==> config.mk <==
export PLATFORM = sky130hd
export DESIGN_NAME = eee_lpi_ctrl
export DESIGN_NICKNAME = d
export VERILOG_FILES = /design/src/hdl/eee_pkg.sv /design/src/hdl/eee_tick.sv /design/src/hdl/eee_lpi_ctrl.sv
export SDC_FILE = /design/constraint.sdc
export NUM_CORES = 1
export LEC_CHECK = 0
export CAP_MARGIN = 20
export CORE_MARGIN = 2
export CORE_UTILIZATION = 45
export DETAILED_ROUTE_END_ITERATION = 10
export DONT_BUFFER_PORTS = 1
export SLEW_MARGIN = 0
export SYNTH_ARGS = -nofsm -noshare
export SYNTH_HDL_FRONTEND = slang
export SYNTH_HIERARCHICAL = 1
export SYNTH_SLANG_ARGS = --single-unit
export TNS_END_PERCENT = 5
==> constraint.sdc <==
create_clock -name REF_CLK -period 3.55 [get_ports REF_CLK]
set_input_delay 0.1775 -clock REF_CLK [delete_from_list [all_inputs] [get_ports REF_CLK]]
set_output_delay 0.1775 -clock REF_CLK [all_outputs]
set_load 0.01 [all_outputs]
==> src/hdl/eee_pkg.sv <==
// Constants shared by the low power idle control block.
package eee_pkg;
    // ****************************************
    // Register offsets
    // ****************************************
    localparam logic [8:0] OFS_RECOVERY  = 9'h0f2;
    localparam logic [8:0] OFS_NEXT_PAGE = 9'h0f3;
    localparam logic [8:0] OFS_EQ_WAIT   = 9'h0f4;
    localparam logic [8:0] OFS_BUF_THR   = 9'h0f6;
    localparam logic [8:0] OFS_CTRL_STAT = 9'h0f8;
    // ****************************************
    // Reset values and fields
    // ****************************************
    localparam logic [7:0]  RST_RECOVERY  = 8'h27;
    localparam logic [7:0]  RST_NEXT_PAGE = 8'h03;
    localparam logic [7:0]  NP_RW_MASK    = 8'hc3;
    localparam logic [15:0] RST_EQ_WAIT   = 16'h03e8;
    localparam logic [7:0]  RST_BUF_THR   = 8'h40;
    localparam logic        RST_EEE_EN    = 1'b1;
    localparam int          NP_P1_BIT     = 0;
    localparam int          NP_P2_BIT     = 1;
    localparam int          CS_EN_BIT     = 0;
    localparam int          CS_HOLD_BIT   = 1;
    localparam int          CS_TERM_BIT   = 2;
    localparam int          CS_REQ_LSB    = 4;
    // ****************************************
    // Timing
    // ****************************************
    localparam int CLK_PERIOD_PS   = 10000;
    localparam int RECOV_UNIT_PS   = 640000;
    localparam int WAIT_UNIT_US    = 1300;
    localparam int RECOV_UNIT_CYC  = RECOV_UNIT_PS / CLK_PERIOD_PS;
    localparam int WAIT_UNIT_CYC   = (WAIT_UNIT_US * 1000000) / CLK_PERIOD_PS;
    localparam int NUM_PORTS       = 3;
endpackage : eee_pkg

==> src/hdl/eee_tick.sv <==
// Prescaler that emits one pulse per DIV cycles while run is held.
`timescale 1ns/100ps
module eee_tick #(
    parameter int DIV = 64
) (
    // Clock and reset
    input  wire logic clk,
    input  wire logic rst_n,
    // Control
    input  wire logic run,
    output logic      tick
);
    localparam int CW = $clog2(DIV + 1);

    logic [CW-1:0] cnt_q;
    logic [CW-1:0] cnt_d;
    logic          tick_q;
    logic          tick_d;

    always_comb begin
        cnt_d  = '0;
        tick_d = 1'b0;
        if (run) begin
            if (cnt_q == CW'(DIV - 1)) begin
                tick_d = 1'b1;
            end else begin
                cnt_d = cnt_q + CW'(1);
            end
        end
    end

    always_ff @(posedge clk) begin
        if (!rst_n) begin
            cnt_q  <= '0;
            tick_q <= 1'b0;
        end else begin
            cnt_q  <= cnt_d;
            tick_q <= tick_d;
        end
    end

    assign tick = tick_q;
endmodule : eee_tick

==> src/hdl/eee_lpi_ctrl.sv <==
// Low power idle control: recovery hold, next-page enables, empty-queue LPI requests, buffer-load termination.
`timescale 1ns/100ps
module eee_lpi_ctrl #(
    parameter int WAIT_UNIT_CYC = eee_pkg::WAIT_UNIT_CYC,
    parameter int LOAD_W        = 8
) (
    // Clock and reset
    input  wire logic                                  REF_CLK,
    input  wire logic                                  RST_N,
    // Register port
    input  wire logic [8:0]                            REG_ADDR,
    input  wire logic [15:0]                           REG_WDATA,
    input  wire logic                                  REG_WR,
    input  wire logic                                  REG_RD,
    output logic      [15:0]                           REG_RDATA,
    // Port status
    input  wire logic [eee_pkg::NUM_PORTS-1:0]         TRANSMIT_QUEUE_EMPTY,
    input  wire logic [eee_pkg::NUM_PORTS*LOAD_W-1:0]  PORT_BUF_LOAD,
    input  wire logic                                  P2_LPI_EXIT,
    // Control outputs
    output logic      [eee_pkg::NUM_PORTS-1:0]         LPI_REQ,
    output logic                                       LPI_TERMINATE,
    output logic                                       P2_TX_HOLD,
    output logic                                       P1_NP_EN,
    output logic                                       P2_NP_EN
);
    localparam int NP = eee_pkg::NUM_PORTS;

    typedef enum logic {REC_IDLE, REC_HOLD} eee_rec_t;

    // ****************************************
    // Registers
    // ****************************************
    logic [7:0]  recov_q,  recov_d;
    logic [7:0]  np_q,     np_d;
    logic [15:0] wait_q,   wait_d;
    logic [7:0]  thr_q,    thr_d;
    logic        en_q,     en_d;
    logic [15:0] rdata_q,  rdata_d;
    logic [15:0] rd_val;

    always_comb begin
        recov_d = recov_q;
        np_d    = np_q;
        wait_d  = wait_q;
        thr_d   = thr_q;
        en_d    = en_q;
        if (REG_WR) begin
            unique case (REG_ADDR)
                eee_pkg::OFS_RECOVERY:  recov_d = REG_WDATA[7:0];
                eee_pkg::OFS_NEXT_PAGE: np_d    = REG_WDATA[7:0] & eee_pkg::NP_RW_MASK;
                eee_pkg::OFS_EQ_WAIT:   wait_d  = REG_WDATA;
                eee_pkg::OFS_BUF_THR:   thr_d   = REG_WDATA[7:0];
                eee_pkg::OFS_CTRL_STAT: en_d    = REG_WDATA[eee_pkg::CS_EN_BIT];
                default: ;
            endcase
        end
        rd_val = 16'h0000;
        unique case (REG_ADDR)
            eee_pkg::OFS_RECOVERY:  rd_val = {8'h00, recov_q};
            eee_pkg::OFS_NEXT_PAGE: rd_val = {8'h00, np_q};
            eee_pkg::OFS_EQ_WAIT:   rd_val = wait_q;
            eee_pkg::OFS_BUF_THR:   rd_val = {8'h00, thr_q};
            eee_pkg::OFS_CTRL_STAT: begin
                rd_val[eee_pkg::CS_EN_BIT]                      = en_q;
                rd_val[eee_pkg::CS_HOLD_BIT]                    = P2_TX_HOLD;
                rd_val[eee_pkg::CS_TERM_BIT]                    = LPI_TERMINATE;
                rd_val[eee_pkg::CS_REQ_LSB +: eee_pkg::NUM_PORTS] = LPI_REQ;
            end
            default: ;
        endcase
        rdata_d = REG_RD ? rd_val : 16'h0000;
    end

    always_ff @(posedge REF_CLK) begin
        if (!RST_N) begin
            recov_q <= eee_pkg::RST_RECOVERY;
            np_q    <= eee_pkg::RST_NEXT_PAGE;
            wait_q  <= eee_pkg::RST_EQ_WAIT;
            thr_q   <= eee_pkg::RST_BUF_THR;
            en_q    <= eee_pkg::RST_EEE_EN;
            rdata_q <= 16'h0000;
        end else begin
            recov_q <= recov_d;
            np_q    <= np_d;
            wait_q  <= wait_d;
            thr_q   <= thr_d;
            en_q    <= en_d;
            rdata_q <= rdata_d;
        end
    end

    // ****************************************
    // Port 2 recovery hold
    // ****************************************
    eee_rec_t   rec_q, rec_d;
    logic [7:0] rcnt_q, rcnt_d;
    logic       rec_tick;
    logic       hold_d;

    eee_tick #(.DIV(eee_pkg::RECOV_UNIT_CYC)) u_rec_tick (
        .clk   (REF_CLK),
        .rst_n (RST_N),
        .run   ((rec_q == REC_HOLD) && !P2_LPI_EXIT),
        .tick  (rec_tick)
    );

    always_comb begin
        rec_d  = rec_q;
        rcnt_d = rcnt_q;
        if (P2_LPI_EXIT) begin
            rcnt_d = 8'h00;
            rec_d  = (recov_q == 8'h00) ? REC_IDLE : REC_HOLD;
        end else begin
            unique case (rec_q)
                REC_IDLE: rcnt_d = 8'h00;
                REC_HOLD: begin
                    if (rec_tick) begin
                        rcnt_d = rcnt_q + 8'h01;
                    end
                    if (rcnt_d >= recov_q) begin
                        rec_d = REC_IDLE;
                    end
                end
            endcase
        end
        hold_d = (rec_d == REC_HOLD);
    end

    always_ff @(posedge REF_CLK) begin
        if (!RST_N) begin
            rec_q      <= REC_IDLE;
            rcnt_q     <= 8'h00;
            P2_TX_HOLD <= 1'b0;
        end else begin
            rec_q      <= rec_d;
            rcnt_q     <= rcnt_d;
            P2_TX_HOLD <= hold_d;
        end
    end

    // ****************************************
    // Empty-queue wait and buffer load
    // ****************************************
    logic [16:0]   wcnt_q [NP];
    logic [16:0]   wcnt_d [NP];
    logic [NP-1:0] w_tick;
    logic [NP-1:0] run_w;
    logic [NP-1:0] req_d;
    logic          term_d;

    genvar g;
    generate
        for (g = 0; g < NP; g++) begin : g_port
            assign run_w[g] = en_q && TRANSMIT_QUEUE_EMPTY[g];
            eee_tick #(.DIV(WAIT_UNIT_CYC)) u_wait_tick (
                .clk   (REF_CLK),
                .rst_n (RST_N),
                .run   (run_w[g]),
                .tick  (w_tick[g])
            );
        end
    endgenerate

    always_comb begin
        term_d = 1'b0;
        for (int i = 0; i < NP; i++) begin
            if (PORT_BUF_LOAD[i*LOAD_W +: LOAD_W] > LOAD_W'(thr_q)) begin
                term_d = 1'b1;
            end
        end
        for (int i = 0; i < NP; i++) begin
            if (!run_w[i]) begin
                wcnt_d[i] = 17'h00000;
            end else if (w_tick[i] && !wcnt_q[i][16]) begin
                wcnt_d[i] = wcnt_q[i] + 17'h00001;
            end else begin
                wcnt_d[i] = wcnt_q[i];
            end
            req_d[i] = run_w[i] && (wcnt_q[i] > {1'b0, wait_q}) && !term_d;
        end
    end

    always_ff @(posedge REF_CLK) begin
        if (!RST_N) begin
            for (int i = 0; i < NP; i++) begin
                wcnt_q[i] <= 17'h00000;
            end
            LPI_REQ       <= '0;
            LPI_TERMINATE <= 1'b0;
            P1_NP_EN      <= eee_pkg::RST_NEXT_PAGE[eee_pkg::NP_P1_BIT];
            P2_NP_EN      <= eee_pkg::RST_NEXT_PAGE[eee_pkg::NP_P2_BIT];
        end else begin
            wcnt_q        <= wcnt_d;
            LPI_REQ       <= req_d;
            LPI_TERMINATE <= term_d;
            P1_NP_EN      <= np_d[eee_pkg::NP_P1_BIT];
            P2_NP_EN      <= np_d[eee_pkg::NP_P2_BIT];
        end
    end

    assign REG_RDATA = rdata_q;

    // ****************************************
    // Assertions
    // ****************************************
    logic [15:0] hold_len_q;
    always_ff @(posedge REF_CLK) begin
        if (!RST_N || P2_LPI_EXIT || !P2_TX_HOLD) begin
            hold_len_q <= 16'h0000;
        end else begin
            hold_len_q <= hold_len_q + 16'h0001;
        end
    end
endmodule : eee_lpi_ctrl

# ---- Word-level counts from Yosys, hierarchy flattened
# Cells that the tools add are included.
dict set report word_totals {
  register_bits 181
  output_inout_bits 23
  wordCells 109
  in_bits 57
}
dict set report classes {
  bitwise_logic 6
  n_reduce_logical 34
  addsub 8
  eq_ne 9
  mux 21
  order_cmp 7
}
# cell n
set op_table {}
lappend op_table {{17-bit by 1-bit adder with 17-bit output (second input constant)} 6}
lappend op_table {{17-bit == test (second input constant)} 3}
lappend op_table {{17-bit by 16-bit > comparator with 1-bit output} 3}
lappend op_table {{9-bit by 8-bit == test with 1-bit output (second input constant)} 5}
lappend op_table {{9-bit case mux with 4 select lines} 1}
lappend op_table {{3-bit case mux with 5 select lines} 2}
lappend op_table {{8-bit > comparator} 3}
lappend op_table {{8-bit two-way mux} 3}
lappend op_table {{2-bit AND reduction} 10}
lappend op_table {{8-bit case mux with 2 select lines} 1}
lappend op_table {{1-bit logical AND} 13}
lappend op_table {{3-bit OR reduction} 4}
lappend op_table {{1-bit two-way mux} 11}
lappend op_table {{8-bit by 1-bit adder with 8-bit output (second input constant)} 1}
lappend op_table {{8-bit >= comparator} 1}
lappend op_table {{8-bit zero test} 1}
lappend op_table {{7-bit by 1-bit adder with 7-bit output (second input constant)} 1}
lappend op_table {{7-bit by 6-bit == test with 1-bit output (second input constant)} 1}
lappend op_table {{1-bit NOT} 6}
lappend op_table {{1-bit zero test} 5}
lappend op_table {{2-bit two-way mux} 2}
lappend op_table {{1-bit case mux with 3 select lines} 1}
lappend op_table {{2-bit OR reduction} 1}

# ---- Logic depth before layout (Yosys ltp)
dict set report logic_depth {
  ltp_word 8
  mapped_depth 9
  depth_no_buf 9
}

# ---- Modules after synthesis
# The synthesis kept the hierarchy.
# module area_per_inst_um2 cells_each n_inst seq_area_each_um2
set modules_own_cells {}
lappend modules_own_cells {eee_lpi_ctrl 6510.0 749 1 2342.2}
lappend modules_own_cells {{eee_tick at g_port[0].u_wait_tick ...} 782.0 89 3 360.3}
lappend modules_own_cells {{eee_tick at u_rec_tick} 302.8 31 1 160.2}

# ---- Worst setup path before layout
# Ideal clock, no wire load.
dict set report synth_timing {
  path_type {reg2reg}
  startpoint {register rcnt_q[0]}
  endpoint {register rec_q}
  period_less_slack_ps 1803
  setup_ps 59
  arrival_ps 1744
  path_stages_with_launch 10
  slack_ps 1747
  t_required_ps 3491
  cell_sequence {dfxtp_1 ha_1 nand4_1 nor2_1 xor2_1 ha_1 a21o_1 a211oi_1 o211ai_1 nand2_1}
}
dict set report synth_via {
  elab_chain_cells 8
}
# element line_no
set synth_lines {}
lappend synth_lines {{start, declared} eee_lpi_ctrl.sv:97} ;# logic [7:0] rcnt_q, rcnt_d;
lappend synth_lines {{start signal, assigned} eee_lpi_ctrl.sv:137} ;# rcnt_q <= rcnt_d;
lappend synth_lines {{8-bit by 1-bit adder with 8-bit output} eee_lpi_ctrl.sv:119} ;# rcnt_d = rcnt_q + 8'h01;
lappend synth_lines {{8-bit two-way mux (*)} eee_lpi_ctrl.sv:118} ;# if (rec_tick) begin
lappend synth_lines {{8-bit two-way mux (*)} eee_lpi_ctrl.sv:115} ;# unique case (rec_q)
lappend synth_lines {{8-bit two-way mux (*)} eee_lpi_ctrl.sv:111} ;# if (P2_LPI_EXIT) begin
lappend synth_lines {{8-bit >= comparator (*)} eee_lpi_ctrl.sv:121} ;# if (rcnt_d >= recov_q) begin
lappend synth_lines {{1-bit two-way mux (*)} eee_lpi_ctrl.sv:121}
lappend synth_lines {{1-bit two-way mux (*)} eee_lpi_ctrl.sv:115}
lappend synth_lines {{1-bit two-way mux (*)} eee_lpi_ctrl.sv:111}
lappend synth_lines {{end signal, assigned} eee_lpi_ctrl.sv:136} ;# rec_q <= rec_d;
lappend synth_lines {{end, declared} eee_lpi_ctrl.sv:96} ;# eee_rec_t rec_q, rec_d;
# Every way passes the cells marked *; elsewhere a longest branch is shown, timed or not. The select of a mux whose other input is x is not followed.
# A chain may end at the register's enable or synchronous reset.

# ---- Final worst setup path
dict set report layout_timing {
  startpoint {register thr_q[7]}
  endpoint {register LPI_REQ[0] (netlist name)}
}
dict set report layout_via {
  elab_chain_cells 6
  word_cells_on_any_way 8
  cone_classes {order compare: 3; mux: 3; reduce/logical: 2}
}
# element line_no
set layout_lines {}
lappend layout_lines {{start, declared} eee_lpi_ctrl.sv:37} ;# logic [7:0] thr_q, thr_d;
lappend layout_lines {{start signal, assigned} eee_lpi_ctrl.sv:80} ;# thr_q <= eee_pkg::RST_BUF_THR;
lappend layout_lines {{start signal, assigned} eee_lpi_ctrl.sv:87} ;# thr_q <= thr_d;
lappend layout_lines {{8-bit > comparator} eee_lpi_ctrl.sv:168} ;# if (PORT_BUF_LOAD[i*LOAD_W +: LOAD_W] > LOAD_W'(thr_q)) begin
lappend layout_lines {{1-bit two-way mux (2 in series)} eee_lpi_ctrl.sv:168}
lappend layout_lines {{1-bit two-way mux (*)} eee_lpi_ctrl.sv:168}
lappend layout_lines {{1-bit zero test (*)} eee_lpi_ctrl.sv:180} ;# req_d[i] = run_w[i] && (wcnt_q[i] > {1'b0, wait_q}) && !term_d;
lappend layout_lines {{1-bit logical AND (*)} eee_lpi_ctrl.sv:180}
lappend layout_lines {{end signal, assigned} eee_lpi_ctrl.sv:195} ;# LPI_REQ <= req_d;
lappend layout_lines {{end, declared} eee_lpi_ctrl.sv:21} ;# output logic [eee_pkg::NUM_PORTS-1:0] LPI_REQ,
# Every way passes the cells marked *; elsewhere a longest branch is shown, timed or not.

==> qor.csv <==
stage,metric,value,unit
global_routing,vias in the first global route,6886,
power,Pwr Density,400,nW/µm²
routing,Routed WL,20.9,mm
power,Max IR drop VDD,231,µV
yosys,Post-synth EDFFs,0,
power,leakage power,3.76,nW
run,maxcap violations,0,
timing,Slew @ Worst Pin,0.981,ns
clocking,post-cts gate resize count,0,
worst_setup_path,CP Class,reg -> reg,
clocking,clock slew at reported path FFs,0.06,ns
worst_setup_path,R2R Setup Slk,1.21,ns
routing,antenna-violating nets left,0,
global_routing,largest net degree at the start of global routing,63,
global_routing,first-pass GRT wire length,34.7,mm
timing,Tmin final,2.34,ns
yosys,Mean Syn Cell Area,8.75,µm²
yosys,sequential-to-total area share from yosys stat,39.1,%
yosys,synthesized cell area,9160,µm²
clocking,clk root buf,clkbuf_16,
timing,clock skew,0.00724,ns
clocking,H-tree depth,4,
yosys,"flops & latches, synth",179,
yosys,Syn Nets,1192,
cells_and_area,nets,1212,
floorplanning,Initial Util,45.6,%
worst_setup_path,Worst Setup SP,thr_q[7],
floorplanning,Core Rows,52,
worst_setup_path,worst r2r dst,LPI_REQ[0],
timing,RSZ-0062 raised after global routing,no,
clocking,TritonCTS clock tree,built,
place,PortBufs,0,
global_routing,number of antenna violations at the first check in global routing,2,
cells_and_area,layout cells sized above 1,5.10,%
place,gp weighted congestion,0.843,
cells_and_area,Area Overhead vs Synth,11.7,%
timing,final period utilization,66.0,%
power,Final Power,4.09,mW
timing,TNS Setup,0,ns
worst_setup_path,R2R cell count,8,
routing,DR DRC count,0,
floorplanning,die span in x,147,µm
timing,fmax,0.427,GHz
floorplanning,core area,20100,µm²
clocking,worst-case clock buffer depth,2,
yosys,Commonest cells post-synth,"dfxtp_1, nor2_1, nand2_1, ha_1, nand3_1",
global_routing,GRT Util Overall,20.0,%
routing,DR pass1 iterations,8,
timing,Final Hold Violating Endpoints,0,
routing,vias,7211,
status,status,completed,
worst_setup_path,"Arr. time, crit path",2.65,ns
routing,Vias/cell,5.35,
yosys,main flop type after synthesis,dfxtp_1,
clocking,CTS Sinks,179,
timing,slew margin rel.,33.9,%
routing,initial drt markers,397,
floorplanning,Top-Level Pins,80,
timing,final setup violation count,0,
timing,Slew Limit Fails,0,
yosys,cell count after synthesis,1047,
worst_setup_path,Reg2Reg Launch Point,thr_q[7],
yosys,asr flop ratio synth,0,%
global_routing,grt total ovfl,0,
worst_setup_path,Critical Path Sink Type,flip-flop,
worst_setup_path,Setup crit end,LPI_REQ[0],
yosys,cell taking the most area after synthesis,dfxtp_1,
floorplanning,height of the die,147,µm
yosys,Synth top area share,39.1,%
yosys,most common cell in the netlist,dfxtp_1,
clocking,CTS Buf Count,17,
clocking,clk_lat worst skew,0.42,ns
worst_hold_path,Hold WC Path Type,in -> reg,
clocking,Setup Buffers After CTS,0,
yosys,Synth area leaders,"dfxtp_1, ha_1, nor2_1",
worst_setup_path,Startpoint Class,flip-flop,
floorplanning,Die ar.,21500,µm²
yosys,library cells used by synthesis,54,
place,DPL Wire Length,15.0,mm
worst_setup_path,Required @ worst endpoint,3.86,ns
worst_setup_path,critical path peak fanout,4,
routing,mean routed wirelength per cell,15.5,µm
yosys,YS warnings,6,
==> final cells by class <==
cell class                      instances  area [µm²]
Timing Repair Buffer                   28         290
Inverter                               54         203
Clock buffer                           22         484
Antenna cell                            1        2.50
Fill cell                            1882        9880
Tap cell                              270         338
Multi-Input combinational cell        787        5200
Sequential cell                       179        3580
Clock inverter                          8         126
==> where the power goes <==
part / internal, mW / total, mW / leakage, nW / switching [mW]
Combinational: 0.0490 / 0.127 / 2.02 / 0.0781
Clock: 1.18 / 1.94 / 0.302 / 0.764
Sequential: 2.01 / 2.02 / 1.44 / 0.00633
==> what timing repair did <==
| action | in CTS | in global routing |
|---|---|---|
| hold buffers | 24 | 1 |
| setup endpoints to repair | 0 | 0 |
| hold endpoints to repair | 49 | 1 |
==> cell usage in the layout (no fill, tap or decap), types with 28 or more instances in the layout <==
cell / n
nand3_1: 74
nor2_1: 144
inv_1: 53
dfxtp_1: 179
ha_1: 88
nand2_1: 97
xor2_1: 44
a21oi_1: 28
nand4_1: 39
xnor2_1: 56
==> through the flow <==
step / hold WS [ns] / worst slack, ns / util [%] / instances / area (µm²)
final: 0.0172 / 1.21 / 50.9 / 1349 / 10200
after global routing: 0.00246 / 1.01 / 50.9 / 1348 / 10200
after CTS: 0.00525 / 1.22 / 50.8 / 1347 / 10200
after detailed placement: 0.274 / 1.26 / 46.5 / 1293 / 9350
after global placement: 0.274 / 1.31 / 46.5 / 1293 / 9350
after floorplan: 0.306 / 1.75 / - / 1047 / 9160
==> cells by family after synthesis <==
| group | after synthesis | synth area share (%) |
|---|---|---|
| buf+inv | 81 | 4.15 |
| compound gates | 128 | 9.37 |
| xor+xnor | 100 | 9.56 |
| flops | 179 | 39.1 |
| fa+ha+maj | 88 | 12.0 |
| simple gates | 463 | 24.9 |
| mux | 8 | 0.888 |
==> critical path, cell delays in order, from the launching register on <==
cell and delay (ns):
dfxtp_1 0.38, inv_1 0.10, ha_1 0.32, a21oi_1 0.13, o21ai_0 0.13, nor2b_1 0.15, nor4_1 0.24, o21ai_0 0.40
a311oi_1 0.37
==> worst min path at each step <==
| stage | slack (ns) | cells after the start | to | from |
|---|---|---|---|---|
| after floorplan | 0.31 | 2 | np_q[0] | REG_WDATA[0] |
| after global placement | 0.27 | 1 | np_q[0] | RST_N |
| after detailed placement | 0.27 | 1 | np_q[1] | RST_N |
| after CTS | 0.005 | 3 | REG_RDATA[7] | REG_ADDR[0] |
| after global routing | 0.002 | 3 | REG_RDATA[7] | REG_ADDR[2] |
| final | 0.02 | 3 | REG_RDATA[7] | REG_ADDR[2] |
==> layer usage <==
layer	share of wire [%]	up-vias	global-route usage (%)	wire, µm
li1	-	3703	-	-
met1	47	3309	25.8	9760
met2	45	173	32.7	9500
met3	6.2	24	5.44	1290
met4	1.7	2	5.83	355
met5	0.062	-	0	13
==> state kept, by name, indices dropped and copies added (netlist names), 3 cells and up <==
| register | cells |
|---|---|
| g_port.u_wait_tick/cnt_q | 51 |
| np_q | 4 |
| wcnt_q | 51 |
| wait_q | 16 |
| rcnt_q | 8 |
| u_rec_tick/cnt_q | 7 |
| REG_RDATA | 16 |
| recov_q | 8 |
| g_port.u_wait_tick/tick | 3 |
| LPI_REQ | 3 |
| thr_q | 8 |
Note: power is estimated with default switching activity, not from simulation.
